**config.mk**
```make
export PLATFORM = sky130hd
export DESIGN_NAME = dvi_port_irq
export DESIGN_NICKNAME = d
export VERILOG_FILES = /design/src/design/dvi_pkg.sv /design/src/design/dvi_port_irq.sv /design/src/design/dvi_sync.sv /design/src/design/dvi_irq_chan.sv
export SDC_FILE = /design/constraint.sdc
export NUM_CORES = 1
export LEC_CHECK = 0
export BUFFER_PORTS_ARGS = -buffer_cell sky130_fd_sc_hd__buf_2
export CORE_MARGIN = 2
export CORE_UTILIZATION = 44
export DETAILED_ROUTE_END_ITERATION = 8
export HOLD_SLACK_MARGIN = 0.15
export PLACE_DENSITY_LB_ADDON = 0.2
export SYNTH_ARGS = -nofsm -noshare
export SYNTH_HDL_FRONTEND = slang
export SYNTH_SLANG_ARGS = --single-unit
```
**constraint.sdc**
```tcl
create_clock -name clk_sys -period 3.6 [get_ports clk_sys]
set_input_delay 0.18 -clock clk_sys [delete_from_list [all_inputs] [get_ports clk_sys]]
set_output_delay 0.18 -clock clk_sys [all_outputs]
set_load 0.02 [all_outputs]
```
**src/design/dvi_pkg.sv**
```systemverilog
/*
  Shared constants and types for the two-vector port interrupt logic:
  register offsets, field positions, reset values, vector codes and carriers.
  Assumes nothing of its surroundings; used by the top design file and the bench.
*/
`default_nettype none

package dvi_pkg;

  // ----------------------------------------------------------------------
  // register byte offsets on the register bus
  // ----------------------------------------------------------------------
  localparam logic [11:0] ADDR_IN_CSR  = 12'h000; // input register byte
  localparam logic [11:0] ADDR_OUT_CSR = 12'h004; // output register byte
  localparam logic [11:0] ADDR_PORT_LO = 12'h008; // data port, first word
  localparam logic [11:0] ADDR_PORT_HI = 12'h00c; // data port, second word

  // ----------------------------------------------------------------------
  // field positions inside a control byte
  // ----------------------------------------------------------------------
  localparam int BIT_REQ   = 5; // input request flag
  localparam int BIT_IEN   = 6; // interrupt enable
  localparam int BIT_READY = 7; // ready flag
  localparam int CSR_W     = 8;
  localparam int PORT_W    = 16;

  // ----------------------------------------------------------------------
  // reset values
  // ----------------------------------------------------------------------
  localparam logic [7:0]  CSR_RST  = 8'h00;
  localparam logic [15:0] PORT_RST = 16'h0000;
  localparam logic [8:0]  VEC_RST  = 9'h000;

  // ----------------------------------------------------------------------
  // vector layout and bus request levels
  // ----------------------------------------------------------------------
  localparam int          VEC_W        = 9;
  localparam int          VEC_SW_N     = 6;      // switches 1..6 -> bits 3..8
  localparam int          SW_BANK_N    = 10;
  localparam logic [2:0]  VEC_LOW_IN   = 3'h0;   // vector ending in octal 0
  localparam logic [2:0]  VEC_LOW_OUT  = 3'h4;   // vector ending in octal 4
  localparam int          LEVEL_N      = 4;      // request levels four..seven
  localparam logic [1:0]  LEVEL_DEFAULT = 2'h1;  // bus_request_level_five

  // ----------------------------------------------------------------------
  // carriers
  // ----------------------------------------------------------------------
  typedef struct packed {
    logic       ready;
    logic       ien;
    logic       req;
    logic [1:0] rsvd;
    logic [2:0] cmd;
  } dvi_csr_t;

  typedef struct packed {
    logic [15:0] hi;
    logic [15:0] lo;
  } dvi_port_t;

  typedef enum {
    VS_IDLE,
    VS_RELEASE
  } dvi_vec_state_t;

endpackage : dvi_pkg

`default_nettype wire

```
**src/design/dvi_port_irq.sv**
```systemverilog
/*
  Two-vector interrupt logic for a shared two-word command port, with an
  APB register slave for the host, a core-side command/status interface,
  and a vectored bus request/grant pair toward the host bus.
  Assumes: APB and core on clk_sys; switches, priority plug and grants are
  pins and are synchronised here.
*/
// Decided for this implementation: the APB interface to the registers and the register addresses.
// How it works
// - two vectors: octal ending 0 for input ready, ending 4 for output ready
// - input interrupt needs input enable set and host port request
// - port granted only with no output pending and no core data work
// - input interrupt raised in the cycle the input ready flag sets
// - output interrupt needs output enable and status loaded into the port
// - output load and interrupt held off while core data work is busy
// - output interrupt raised in the cycle the output ready flag sets
// - request level chosen by the priority plug, level five by default
// - only switches one to six shape the vector; eight and ten ignored
// - vector bits 8..3 from switches, bit 2 by logic, bits 1..0 zero
// - host sets request at bit 5; device grants with ready at bit 7
`default_nettype none

module dvi_port_irq (
  input  wire logic              clk_sys,
  input  wire logic              sys_rst,
  // apb slave
  input  wire logic [11:0]       paddr,
  input  wire logic              psel,
  input  wire logic              penable,
  input  wire logic              pwrite,
  input  wire logic [31:0]       pwdata,
  output logic      [31:0]       prdata,
  output logic                   pready,
  output logic                   pslverr,
  // core side
  input  wire logic              core_busy,
  input  wire logic              out_req,
  input  wire logic [2:0]        out_code,
  input  wire dvi_pkg::dvi_port_t out_info,
  output logic                   out_ack,
  output logic                   cmd_valid,
  output logic      [2:0]        cmd_code,
  output dvi_pkg::dvi_port_t     cmd_data,
  // configuration pins
  input  wire logic [9:0]        switch_bank,
  input  wire logic [1:0]        priority_plug,
  // host bus interrupt
  input  wire logic [3:0]        bus_grant,
  output logic      [3:0]        bus_request,
  output logic      [8:0]        vector_data,
  output logic                   vector_valid
);

  // ----------------------------------------------------------------------
  // pin synchronisers
  // ----------------------------------------------------------------------
  logic [15:0] pins_sync;
  logic [9:0]  sw_s;
  logic [1:0]  plug_s;
  logic [3:0]  grant_s;

  dvi_sync #(
    .W (16)
  ) u_sync (
    .clk_sys (clk_sys),
    .sys_rst (sys_rst),
    .din     ({bus_grant, priority_plug, switch_bank}),
    .dout    (pins_sync)
  );

  // split synchronised pins
  assign sw_s    = pins_sync[9:0];
  assign plug_s  = pins_sync[11:10];
  assign grant_s = pins_sync[15:12];

  // ----------------------------------------------------------------------
  // state
  // ----------------------------------------------------------------------
  dvi_pkg::dvi_csr_t      in_csr;
  dvi_pkg::dvi_csr_t      out_csr;
  dvi_pkg::dvi_port_t     port;
  dvi_pkg::dvi_vec_state_t vstate;
  dvi_pkg::dvi_csr_t      next_in_csr;
  dvi_pkg::dvi_csr_t      next_out_csr;
  dvi_pkg::dvi_port_t     next_port;
  dvi_pkg::dvi_vec_state_t next_vstate;
  dvi_pkg::dvi_port_t     next_cmd_data;
  logic [31:0]            next_prdata;
  logic                   next_pready;
  logic                   next_pslverr;
  logic                   next_out_ack;
  logic                   next_cmd_valid;
  logic [2:0]             next_cmd_code;
  logic [3:0]             next_bus_request;
  logic [8:0]             next_vector_data;
  logic                   next_vector_valid;

  logic setup;
  logic wr_fire;
  logic wr_in;
  logic wr_out;
  logic grant_in;
  logic load_out;
  logic done_in;
  logic pend_in;
  logic pend_out;
  logic take_in;
  logic take_out;
  logic level_grant;
  logic [3:0] level_onehot;

  // ----------------------------------------------------------------------
  // bus decode
  // ----------------------------------------------------------------------
  assign setup   = psel & ~penable;
  assign wr_fire = psel & penable & pready & pwrite;
  assign wr_in   = wr_fire & (paddr == dvi_pkg::ADDR_IN_CSR);
  assign wr_out  = wr_fire & (paddr == dvi_pkg::ADDR_OUT_CSR);

  // ----------------------------------------------------------------------
  // port arbitration
  // ----------------------------------------------------------------------
  // grant the port to the host only when it is free
  assign grant_in = in_csr.req & ~in_csr.ready
                  & ~out_csr.ready & ~out_req
                  & ~core_busy;
  // load status only when the port is idle and core work is done
  assign load_out = out_req & ~out_ack & ~out_csr.ready
                  & ~in_csr.ready & ~core_busy;
  // host hands the command over by dropping its request
  assign done_in  = in_csr.ready & wr_in & ~pwdata[dvi_pkg::BIT_REQ];

  // ----------------------------------------------------------------------
  // register next values
  // ----------------------------------------------------------------------
  always_comb begin
    next_in_csr    = in_csr;
    next_out_csr   = out_csr;
    next_port      = port;
    next_out_ack   = load_out;
    next_cmd_valid = done_in;
    next_cmd_code  = in_csr.cmd;
    next_cmd_data  = port;
    // host writes of the input byte
    if (wr_in) begin
      next_in_csr.ien = pwdata[dvi_pkg::BIT_IEN];
      next_in_csr.req = pwdata[dvi_pkg::BIT_REQ];
      next_in_csr.cmd = pwdata[2:0];
    end
    // host writes of the output byte; writing zero clears ready
    if (wr_out) begin
      next_out_csr.ien = pwdata[dvi_pkg::BIT_IEN];
      if (!pwdata[dvi_pkg::BIT_READY]) begin
        next_out_csr.ready = 1'b0;
      end
    end
    // host writes of the data port
    if (wr_fire && paddr == dvi_pkg::ADDR_PORT_LO) begin
      next_port.lo = pwdata[15:0];
    end
    if (wr_fire && paddr == dvi_pkg::ADDR_PORT_HI) begin
      next_port.hi = pwdata[15:0];
    end
    // command consumed, port released
    if (done_in) begin
      next_in_csr.ready = 1'b0;
    end
    // device grants the port to the host
    if (grant_in) begin
      next_in_csr.ready = 1'b1;
    end
    // device presents status; wins over host port writes
    if (load_out) begin
      next_port          = out_info;
      next_out_csr.cmd   = out_code;
      next_out_csr.ready = 1'b1;
    end
    next_in_csr.rsvd  = 2'h0;
    next_out_csr.rsvd = 2'h0;
    next_out_csr.req  = 1'b0;
  end

  // ----------------------------------------------------------------------
  // apb answer: ready in the first access cycle
  // ----------------------------------------------------------------------
  always_comb begin
    next_pready  = setup;
    next_pslverr = 1'b0;
    next_prdata  = 32'h0000_0000;
    if (setup) begin
      case (paddr)
        dvi_pkg::ADDR_IN_CSR:  next_prdata = {24'h00_0000, in_csr};
        dvi_pkg::ADDR_OUT_CSR: next_prdata = {24'h00_0000, out_csr};
        dvi_pkg::ADDR_PORT_LO: next_prdata = {16'h0000, port.lo};
        dvi_pkg::ADDR_PORT_HI: next_prdata = {16'h0000, port.hi};
        default:               next_pslverr = 1'b1;
      endcase
    end
  end

  // ----------------------------------------------------------------------
  // interrupt request holders
  // ----------------------------------------------------------------------
  dvi_irq_chan u_chan_in (
    .clk_sys (clk_sys),
    .sys_rst (sys_rst),
    .raise   (grant_in & in_csr.ien),
    .take    (take_in),
    .pending (pend_in)
  );

  dvi_irq_chan u_chan_out (
    .clk_sys (clk_sys),
    .sys_rst (sys_rst),
    .raise   (load_out & out_csr.ien),
    .take    (take_out),
    .pending (pend_out)
  );

  // ----------------------------------------------------------------------
  // request level and grant
  // ----------------------------------------------------------------------
  // one-hot request line chosen by the plug
  always_comb begin
    level_onehot = 4'h0;
    level_onehot[plug_s] = 1'b1;
  end

  assign level_grant = grant_s[plug_s];
  // input vector served first when both are pending
  assign take_in  = (vstate == dvi_pkg::VS_IDLE) & level_grant & pend_in;
  assign take_out = (vstate == dvi_pkg::VS_IDLE) & level_grant & pend_out & ~pend_in;

  // vector sequencing
  always_comb begin
    next_vstate       = vstate;
    next_vector_valid = 1'b0;
    next_vector_data  = vector_data;
    next_bus_request  = 4'h0;
    case (vstate)
      dvi_pkg::VS_IDLE: begin
        if (take_in || take_out) begin
          next_vector_valid = 1'b1;
          next_vector_data  = {sw_s[dvi_pkg::VEC_SW_N-1:0],
                               take_in ? dvi_pkg::VEC_LOW_IN
                                       : dvi_pkg::VEC_LOW_OUT};
          next_vstate       = dvi_pkg::VS_RELEASE;
        end else if (pend_in || pend_out) begin
          next_bus_request = level_onehot;
        end
      end
      dvi_pkg::VS_RELEASE: begin
        // wait for the grant to fall before asking again
        if (!level_grant) begin
          next_vstate = dvi_pkg::VS_IDLE;
        end
      end
      default: begin
        next_vstate = dvi_pkg::VS_IDLE;
      end
    endcase
  end

  // ----------------------------------------------------------------------
  // registers
  // ----------------------------------------------------------------------
  always_ff @(posedge clk_sys or posedge sys_rst) begin
    if (sys_rst) begin
      in_csr       <= dvi_pkg::CSR_RST;
      out_csr      <= dvi_pkg::CSR_RST;
      port         <= {dvi_pkg::PORT_RST, dvi_pkg::PORT_RST};
      prdata       <= 32'h0000_0000;
      pready       <= 1'b0;
      pslverr      <= 1'b0;
      out_ack      <= 1'b0;
      cmd_valid    <= 1'b0;
      cmd_code     <= 3'h0;
      cmd_data     <= {dvi_pkg::PORT_RST, dvi_pkg::PORT_RST};
      vstate       <= dvi_pkg::VS_IDLE;
      bus_request  <= 4'h0;
      vector_data  <= dvi_pkg::VEC_RST;
      vector_valid <= 1'b0;
    end else begin
      in_csr       <= next_in_csr;
      out_csr      <= next_out_csr;
      port         <= next_port;
      prdata       <= next_prdata;
      pready       <= next_pready;
      pslverr      <= next_pslverr;
      out_ack      <= next_out_ack;
      cmd_valid    <= next_cmd_valid;
      cmd_code     <= next_cmd_code;
      cmd_data     <= next_cmd_data;
      vstate       <= next_vstate;
      bus_request  <= next_bus_request;
      vector_data  <= next_vector_data;
      vector_valid <= next_vector_valid;
    end
  end

endmodule // dvi_port_irq

`default_nettype wire

```
**src/design/dvi_sync.sv**
```systemverilog
/*
  Two-flop synchroniser for a group of pin-level inputs.
  Assumes the inputs change slowly against clk_sys; the first stage feeds
  only the second.
*/
`default_nettype none

module dvi_sync #(
  parameter int W = 1
) (
  input  wire logic         clk_sys,
  input  wire logic         sys_rst,
  input  wire logic [W-1:0] din,
  output logic      [W-1:0] dout
);

  logic [W-1:0] meta;
  logic [W-1:0] next_meta;
  logic [W-1:0] next_dout;

  // stage inputs
  always_comb begin
    next_meta = din;
    next_dout = meta;
  end

  // two stages
  always_ff @(posedge clk_sys or posedge sys_rst) begin
    if (sys_rst) begin
      meta <= '0;
      dout <= '0;
    end else begin
      meta <= next_meta;
      dout <= next_dout;
    end
  end

endmodule // dvi_sync

`default_nettype wire

```
**src/design/dvi_irq_chan.sv**
```systemverilog
/*
  One interrupt request holder: raised by an event, held until the bus
  grant takes it. Assumes raise and take come from logic on clk_sys.
*/
`default_nettype none

module dvi_irq_chan (
  input  wire logic clk_sys,
  input  wire logic sys_rst,
  input  wire logic raise,
  input  wire logic take,
  output logic      pending
);

  logic next_pending;

  // raise wins over a take in the same cycle
  always_comb begin
    next_pending = raise | (pending & ~take);
  end

  // request flop
  always_ff @(posedge clk_sys or posedge sys_rst) begin
    if (sys_rst) begin
      pending <= 1'b0;
    end else begin
      pending <= next_pending;
    end
  end

endmodule // dvi_irq_chan

`default_nettype wire

```
# [After elaboration in Yosys (flattened, before gate mapping)]
# Cells that the tools add are included.
# W data, S select, Z words.
[word_totals] regBits=194 in_bits=102 wordCells=111
[op_classes] magnitude_cmp=2 eq_ne=7 mux=25 n_bitwise=36 n_reduce_logical=16
[op_table] op="$mux W32" count=3
[op_table] op="$logic_not A32 Y1" count=2
[op_table] op="$pmux W16 S4" count=1
[op_table] op="$pmux W32 S2" count=1
[op_table] op="$mux W16" count=3
[op_table] op="$eq A32 B1 Y1 const B" count=1
[op_table] op="$and A1 B1 Y1" count=24
[op_table] op="$eq A12 B4 Y1 const B" count=2
[op_table] op="$eq A12 B3 Y1 const B" count=1
[op_table] op="$logic_not A12 Y1" count=1
[op_table] op="$mux W4" count=3
[op_table] op="$mux W1" count=10
[op_table] op="$not A1 Y1" count=10
[op_table] op="$reduce_bool A2 Y1" count=4
[op_table] op="$reduce_and A2 Y1" count=3
[op_table] op="$ne A2 B2 Y1 const B" count=2
[op_table] op="$reduce_or A4 Y1" count=1
[op_table] op="$logic_and A1 B1 Y1" count=3
[op_table] op="$lt A2 B3 Y1 const B" count=1
[op_table] op="$mux W3" count=1
[op_table] op="$bmux W1 S2" count=1
[op_table] op="$demux W1 S2" count=1
[op_table] op="$ge A2 B1 Y1 const B" count=1
[op_table] op="$logic_or A1 B1 Y1" count=2
[op_table] op="other kinds (3)" count=4

# [Depth between registers and ports, before layout]
[logic_depth] ltp_word=8 depth_mapped=7 ltp_nobuf=5

# [Modules after synthesis]
# A second synthesis with hierarchy kept.
[hier_totals] hier_cells=370 hier_area_um2=5355.1
[modules_own_cells] mod="dvi_port_irq" instances=1 cells_each=329 area_each_um2=4470.5 seq_area_each_um2=2777.7
[modules_own_cells] mod="dvi_sync" instances=1 cells_each=33 area_each_um2=804.5 seq_area_each_um2=800.8
[modules_own_cells] mod="dvi_irq_chan" instances=2 cells_each=4 area_each_um2=40.0 seq_area_each_um2=25.0

# [Worst setup path before layout]
# OpenSTA, ideal clock, no wires.
[synth_path] path_kind="register to register" start="register pready" end="register port, in the netlist next_cmd_data[16]" t_arrival_ns=1.704 required_time_ns=3.475 slack_ns=1.771 stages_incl_launch_ff=7 n_path_buf=2 synth_period_minus_slack_ns=1.829 path_cell_list="dfrtp_1 > and4_1 > clkbuf_1 > nand3_2 > o21ai_4 > buf_12 > mux2_4"
[synth_between] elab_chain_cells=4
[synth_rtl] item="start, declared" line="dvi_port_irq.sv:33" source="output logic pready,"
[synth_rtl] item="start signal, assigned" line="dvi_port_irq.sv:288" source="pready <= next_pready;"
[synth_rtl] item="$and A1 B1 Y1 (2 in series)" line="dvi_port_irq.sv:116" source="assign wr_fire = psel & penable & pready & pwrite;"
[synth_rtl] item="$logic_and A1 B1 Y1" line="dvi_port_irq.sv:161" source="if (wr_fire && paddr == dvi_pkg::ADDR_PORT_HI) begin"
[synth_rtl] item="$reduce_bool A2 Y1 (no line)"
[synth_rtl] item="end signal, assigned" line="dvi_port_irq.sv:271" source="port <= {dvi_pkg::PORT_RST, dvi_pkg::PORT_RST};"
[synth_rtl] item="end signal, assigned" line="dvi_port_irq.sv:286" source="port <= next_port;"
[synth_rtl] item="end, declared" line="dvi_port_irq.sv:81" source="dvi_pkg::dvi_port_t port;"
# No other way between the ends.
# A chain may end at the register's enable or synchronous reset.

# [Worst setup path in the final report]
[layout_path] start="register out_csr[7] (netlist name)" end="register port, in the netlist next_cmd_data[30]"
[layout_between] elab_chain_cells=5 elab_cells_between_ends=6
[layout_rtl] item="start, declared" line="dvi_port_irq.sv:80" source="dvi_pkg::dvi_csr_t out_csr;"
[layout_rtl] item="start signal, assigned" line="dvi_port_irq.sv:270" source="out_csr <= dvi_pkg::CSR_RST;"
[layout_rtl] item="start signal, assigned" line="dvi_port_irq.sv:285" source="out_csr <= next_out_csr;"
[layout_rtl] item="$not A1 Y1 *" line="dvi_port_irq.sv:128" source="assign load_out = out_req & ~out_ack & ~out_csr.ready"
[layout_rtl] item="$and A1 B1 Y1 *" line="dvi_port_irq.sv:128"
[layout_rtl] item="$and A1 B1 Y1 * (2 in series)" line="dvi_port_irq.sv:129" source="& ~in_csr.ready & ~core_busy;"
[layout_rtl] item="$mux W32 or $reduce_bool A2 Y1 (tied branches)"
# Mark *: on every way between the ends. The rest lies on a longest branch, timed or not.

==> impl_metrics.ini <==
[worst_setup_path]
timing.rr.end = next_cmd_data[30]
reg2reg_depth = 7
crit_path_max_fanout = 22
endpoint = next_cmd_data[30]
start_kind = flop
r2r-start = out_csr[7]
cpMostUsedCell = mux2_2
cp_num_buf_inv = 3
endpoint_kind = flop
cp.required_ns = 3.89
cp.depth = 7
path_class = flop to flop
cp.arrival_ns = 2.84
slowest_delay_ns = 0.57
slowest_stage = dlygate4sd3_1
critPathLaunch = out_csr[7]
worst-r2r-setup-slack_ns = 1.04
crit_chain = nor3_2, nand3b_1, inv_1, buf_4, mux2_2, dlygate4sd3_1, mux2_2
cp_top_family = buffers and inverters

[floorplanning]
die_w_um = 112
pin_count = 187
start_util_pct = 45.1
chipHeight_um = 112
core_um2 = 11500
dieArea_um2 = 12600
num_rows = 39

[clocking]
ctsLongestPathBuffers = 2
cts.clk_slew.worst_paths_ns = 0.05
clock-sinks = 137
htree_num_levels = 4
cts_made_buffers = 17
cts_root_buf = clkbuf_16
cts.repair.resized = 0
cts_tree = yes
clkLatencyLatePin_ns = 0.41

[global_route]
grt_max_degree = 93
overflow = 0
antenna_found_initial = 0
grt_pass1_wl_um = 20300
grt_pass1_vias = 4015
grt_util_all_layers_pct = 21.1

[logic_synthesis]
synth_area_leaders = dfrtp_1, mux2_2, mux2i_1, mux2_4, buf_4
netlist_area_um2 = 5170
synth.avg_cell_area_um2 = 14.3
synth.top_cell.area_share_pct = 66.3
synth-seq-area-share_pct = 66.3
yosys_warnings = 0
yosysTopAreaCell = dfrtp_1
synth-seq-cells = 137
synth-main-ff-cell = dfrtp_1
synthArstFlopShare_pct = 100
synth.distinct_cells = 42
syn_inst = 362
synth_edf_count = 0
post-synth-top-count-cell = dfrtp_1
synth_common_cells = dfrtp_1, mux2_2, nand2_1

[sta]
rsz0062_at_grt = no
fin_skew_ns = 0.00551
relSlewSlack_pct = 34.7
finalHoldViolations = 0
worstMarginPinSlew_ns = 0.977
slew_violations = 0
finalSetupTns_ns = 0
period_needed_ns = 2.56
max_freq_mhz = 391
setup_viol = 0
fin_crit_sh_pct = 71.0

[run]
drv_cap = 0

[power_and_ir_drop]
fin_total_pwr_w = 0.00494
p_per_area_nw_per_um2 = 667
peakVddDrop_v = 0.000587
leakagePower_nw = 3.70

[routing]
met1_length_um = 5290
ant_nets = 0
wl_um = 12600
routedWlPerCell_um = 16.6
drt_iter0_markers = 271
routed-wl-met2_um = 6270
highest_layer = met4
first_pass_iters = 5
wl_met3_um = 800
vias = 3686
avgViaCountPerCell = 4.86
drcViolationCount = 0

[finish]
fin_nets = 704
fill_cells = 856
layout-drive-gt1-share_pct = 39.0
diodes = 0
area_delta_synth_final_pct = 43.1

[outcome]
status = finished clean

[placed_design]
gp_congestion = 0.762
port_buffers = 148
hpwl_um = 7860

[min_path]
hold_path_class = primary input to flop
state kept, by name (all words and copies together) (netlist names):
| signal | cells |
|---|---|
| vector_data | 7 |
| pslverr | 1 |
| vstate | 1 |
| next_cmd_data | 32 |
| bus_request | 4 |
| u_chan_in.pending | 1 |
| cmd_valid | 1 |
| u_sync.meta | 12 |
| vector_valid | 1 |
| next_cmd_code | 3 |
| out_ack | 1 |
| cmd_data | 32 |
| u_sync.dout | 12 |
| cmd_code | 3 |
| u_chan_out.pending | 1 |
| out_csr | 5 |
| in_csr | 3 |
| pready | 1 |
| prdata | 16 |
through the flow:
| step | util, % | instance area (um2) | setup WS (ns) | hold slack [ns] | instances |
|---|---|---|---|---|---|
| floorplan | - | 5240 | 1.71 | 0.211 | 379 |
| global placement | 52.1 | 5980 | 1.34 | 0.289 | 641 |
| detailed placement | 52.1 | 5980 | 1.29 | 0.291 | 641 |
| CTS | 64.5 | 7400 | 1.04 | 0.182 | 758 |
| global route | 64.5 | 7400 | 0.874 | 0.202 | 758 |
| finish | 64.5 | 7400 | 1.04 | 0.203 | 758 |
tightest hold or removal path: cells and delay by family:
family	cells	cell delay (ns)
and+or+nand+nor	1	0.16
AOI/OAI and AO/OA	1	0.13
buffers and inverters	1	0.10
logic make-up after synthesis:
logic type,count (synthesis),share of synthesized area (%)
multiplexers,62,14.1
AND/OR/NAND/NOR,80,8.78
AO/OA/AOI/OAI,46,6.27
other,1,0.0725
flip-flops,137,66.3
buffers and inverters,36,4.55
worst min path at each step:
stage | from | to | slack (ns) | cells after the start
after detailed placement | switch_bank[1] | u_sync.meta[1] | 0.29 | 1
after CTS | psel | pslverr | 0.18 | 3
final | psel | pslverr | 0.20 | 3
after global routing | psel | pslverr | 0.20 | 3
after global placement | priority_plug[0] | u_sync.meta[10] | 0.29 | 1
after floorplan | switch_bank[0] | u_sync.meta[0] | 0.21 | 0
placed cells by master, fill, tap and decap left out, types with 2 or more instances in the layout:
cell           instances
nor3_1                 2
clkinv_2               7
a21oi_1                2
clkinvlp_4             2
bufinv_16              2
inv_1                  2
mux2_2                35
dlygate4sd3_1         85
a22o_1                 5
o21ai_1                5
nor4b_2                2
buf_2                148
a222oi_1               5
nand3_2                2
nor3b_1                2
a22oi_1               11
and4_1                 2
mux2_4                10
conb_1                18
mux2i_1               16
nor4_4                 2
clkinv_4               3
o21ai_0               14
nand4_1                2
nor2_1                20
nand2_1               34
buf_4                  3
nor2b_1                3
clkbuf_16             17
dfrtp_1              137
area by class of cell:
cell class	instances	area (um2)	share of cell area, %
sequential	137	3430	46.3
timing repair buffer	237	1630	22.1
multi-input combinational	206	1570	21.3
clock buffer	19	443	5.98
tap	143	179	2.42
clock inverter	13	129	1.74
inverter	3	15.0	0.203
routing by layer:
layer / track usage (%) / vias up
li1: - / 1725
met1: 25.2 / 1818
met2: 35.5 / 124
met3: 7.13 / 19
met4: 8.46 / 0
met5: 0 / -
where the power goes:
part           total [W]  switching [W]  leakage [nW]  internal (W)
clock network    0.00165       0.000622         0.286       0.00103
registers        0.00219       0.000237          1.72       0.00195
logic            0.00110       0.000564          1.70      0.000531
total            0.00494        0.00142          3.70       0.00351
what timing repair did:
item	4_1_cts	5_1_grt
hold endpoints to repair	104	0
setup buffers	0	0
hold buffers	85	0
Note: power is estimated with default switching activity, not from simulation.
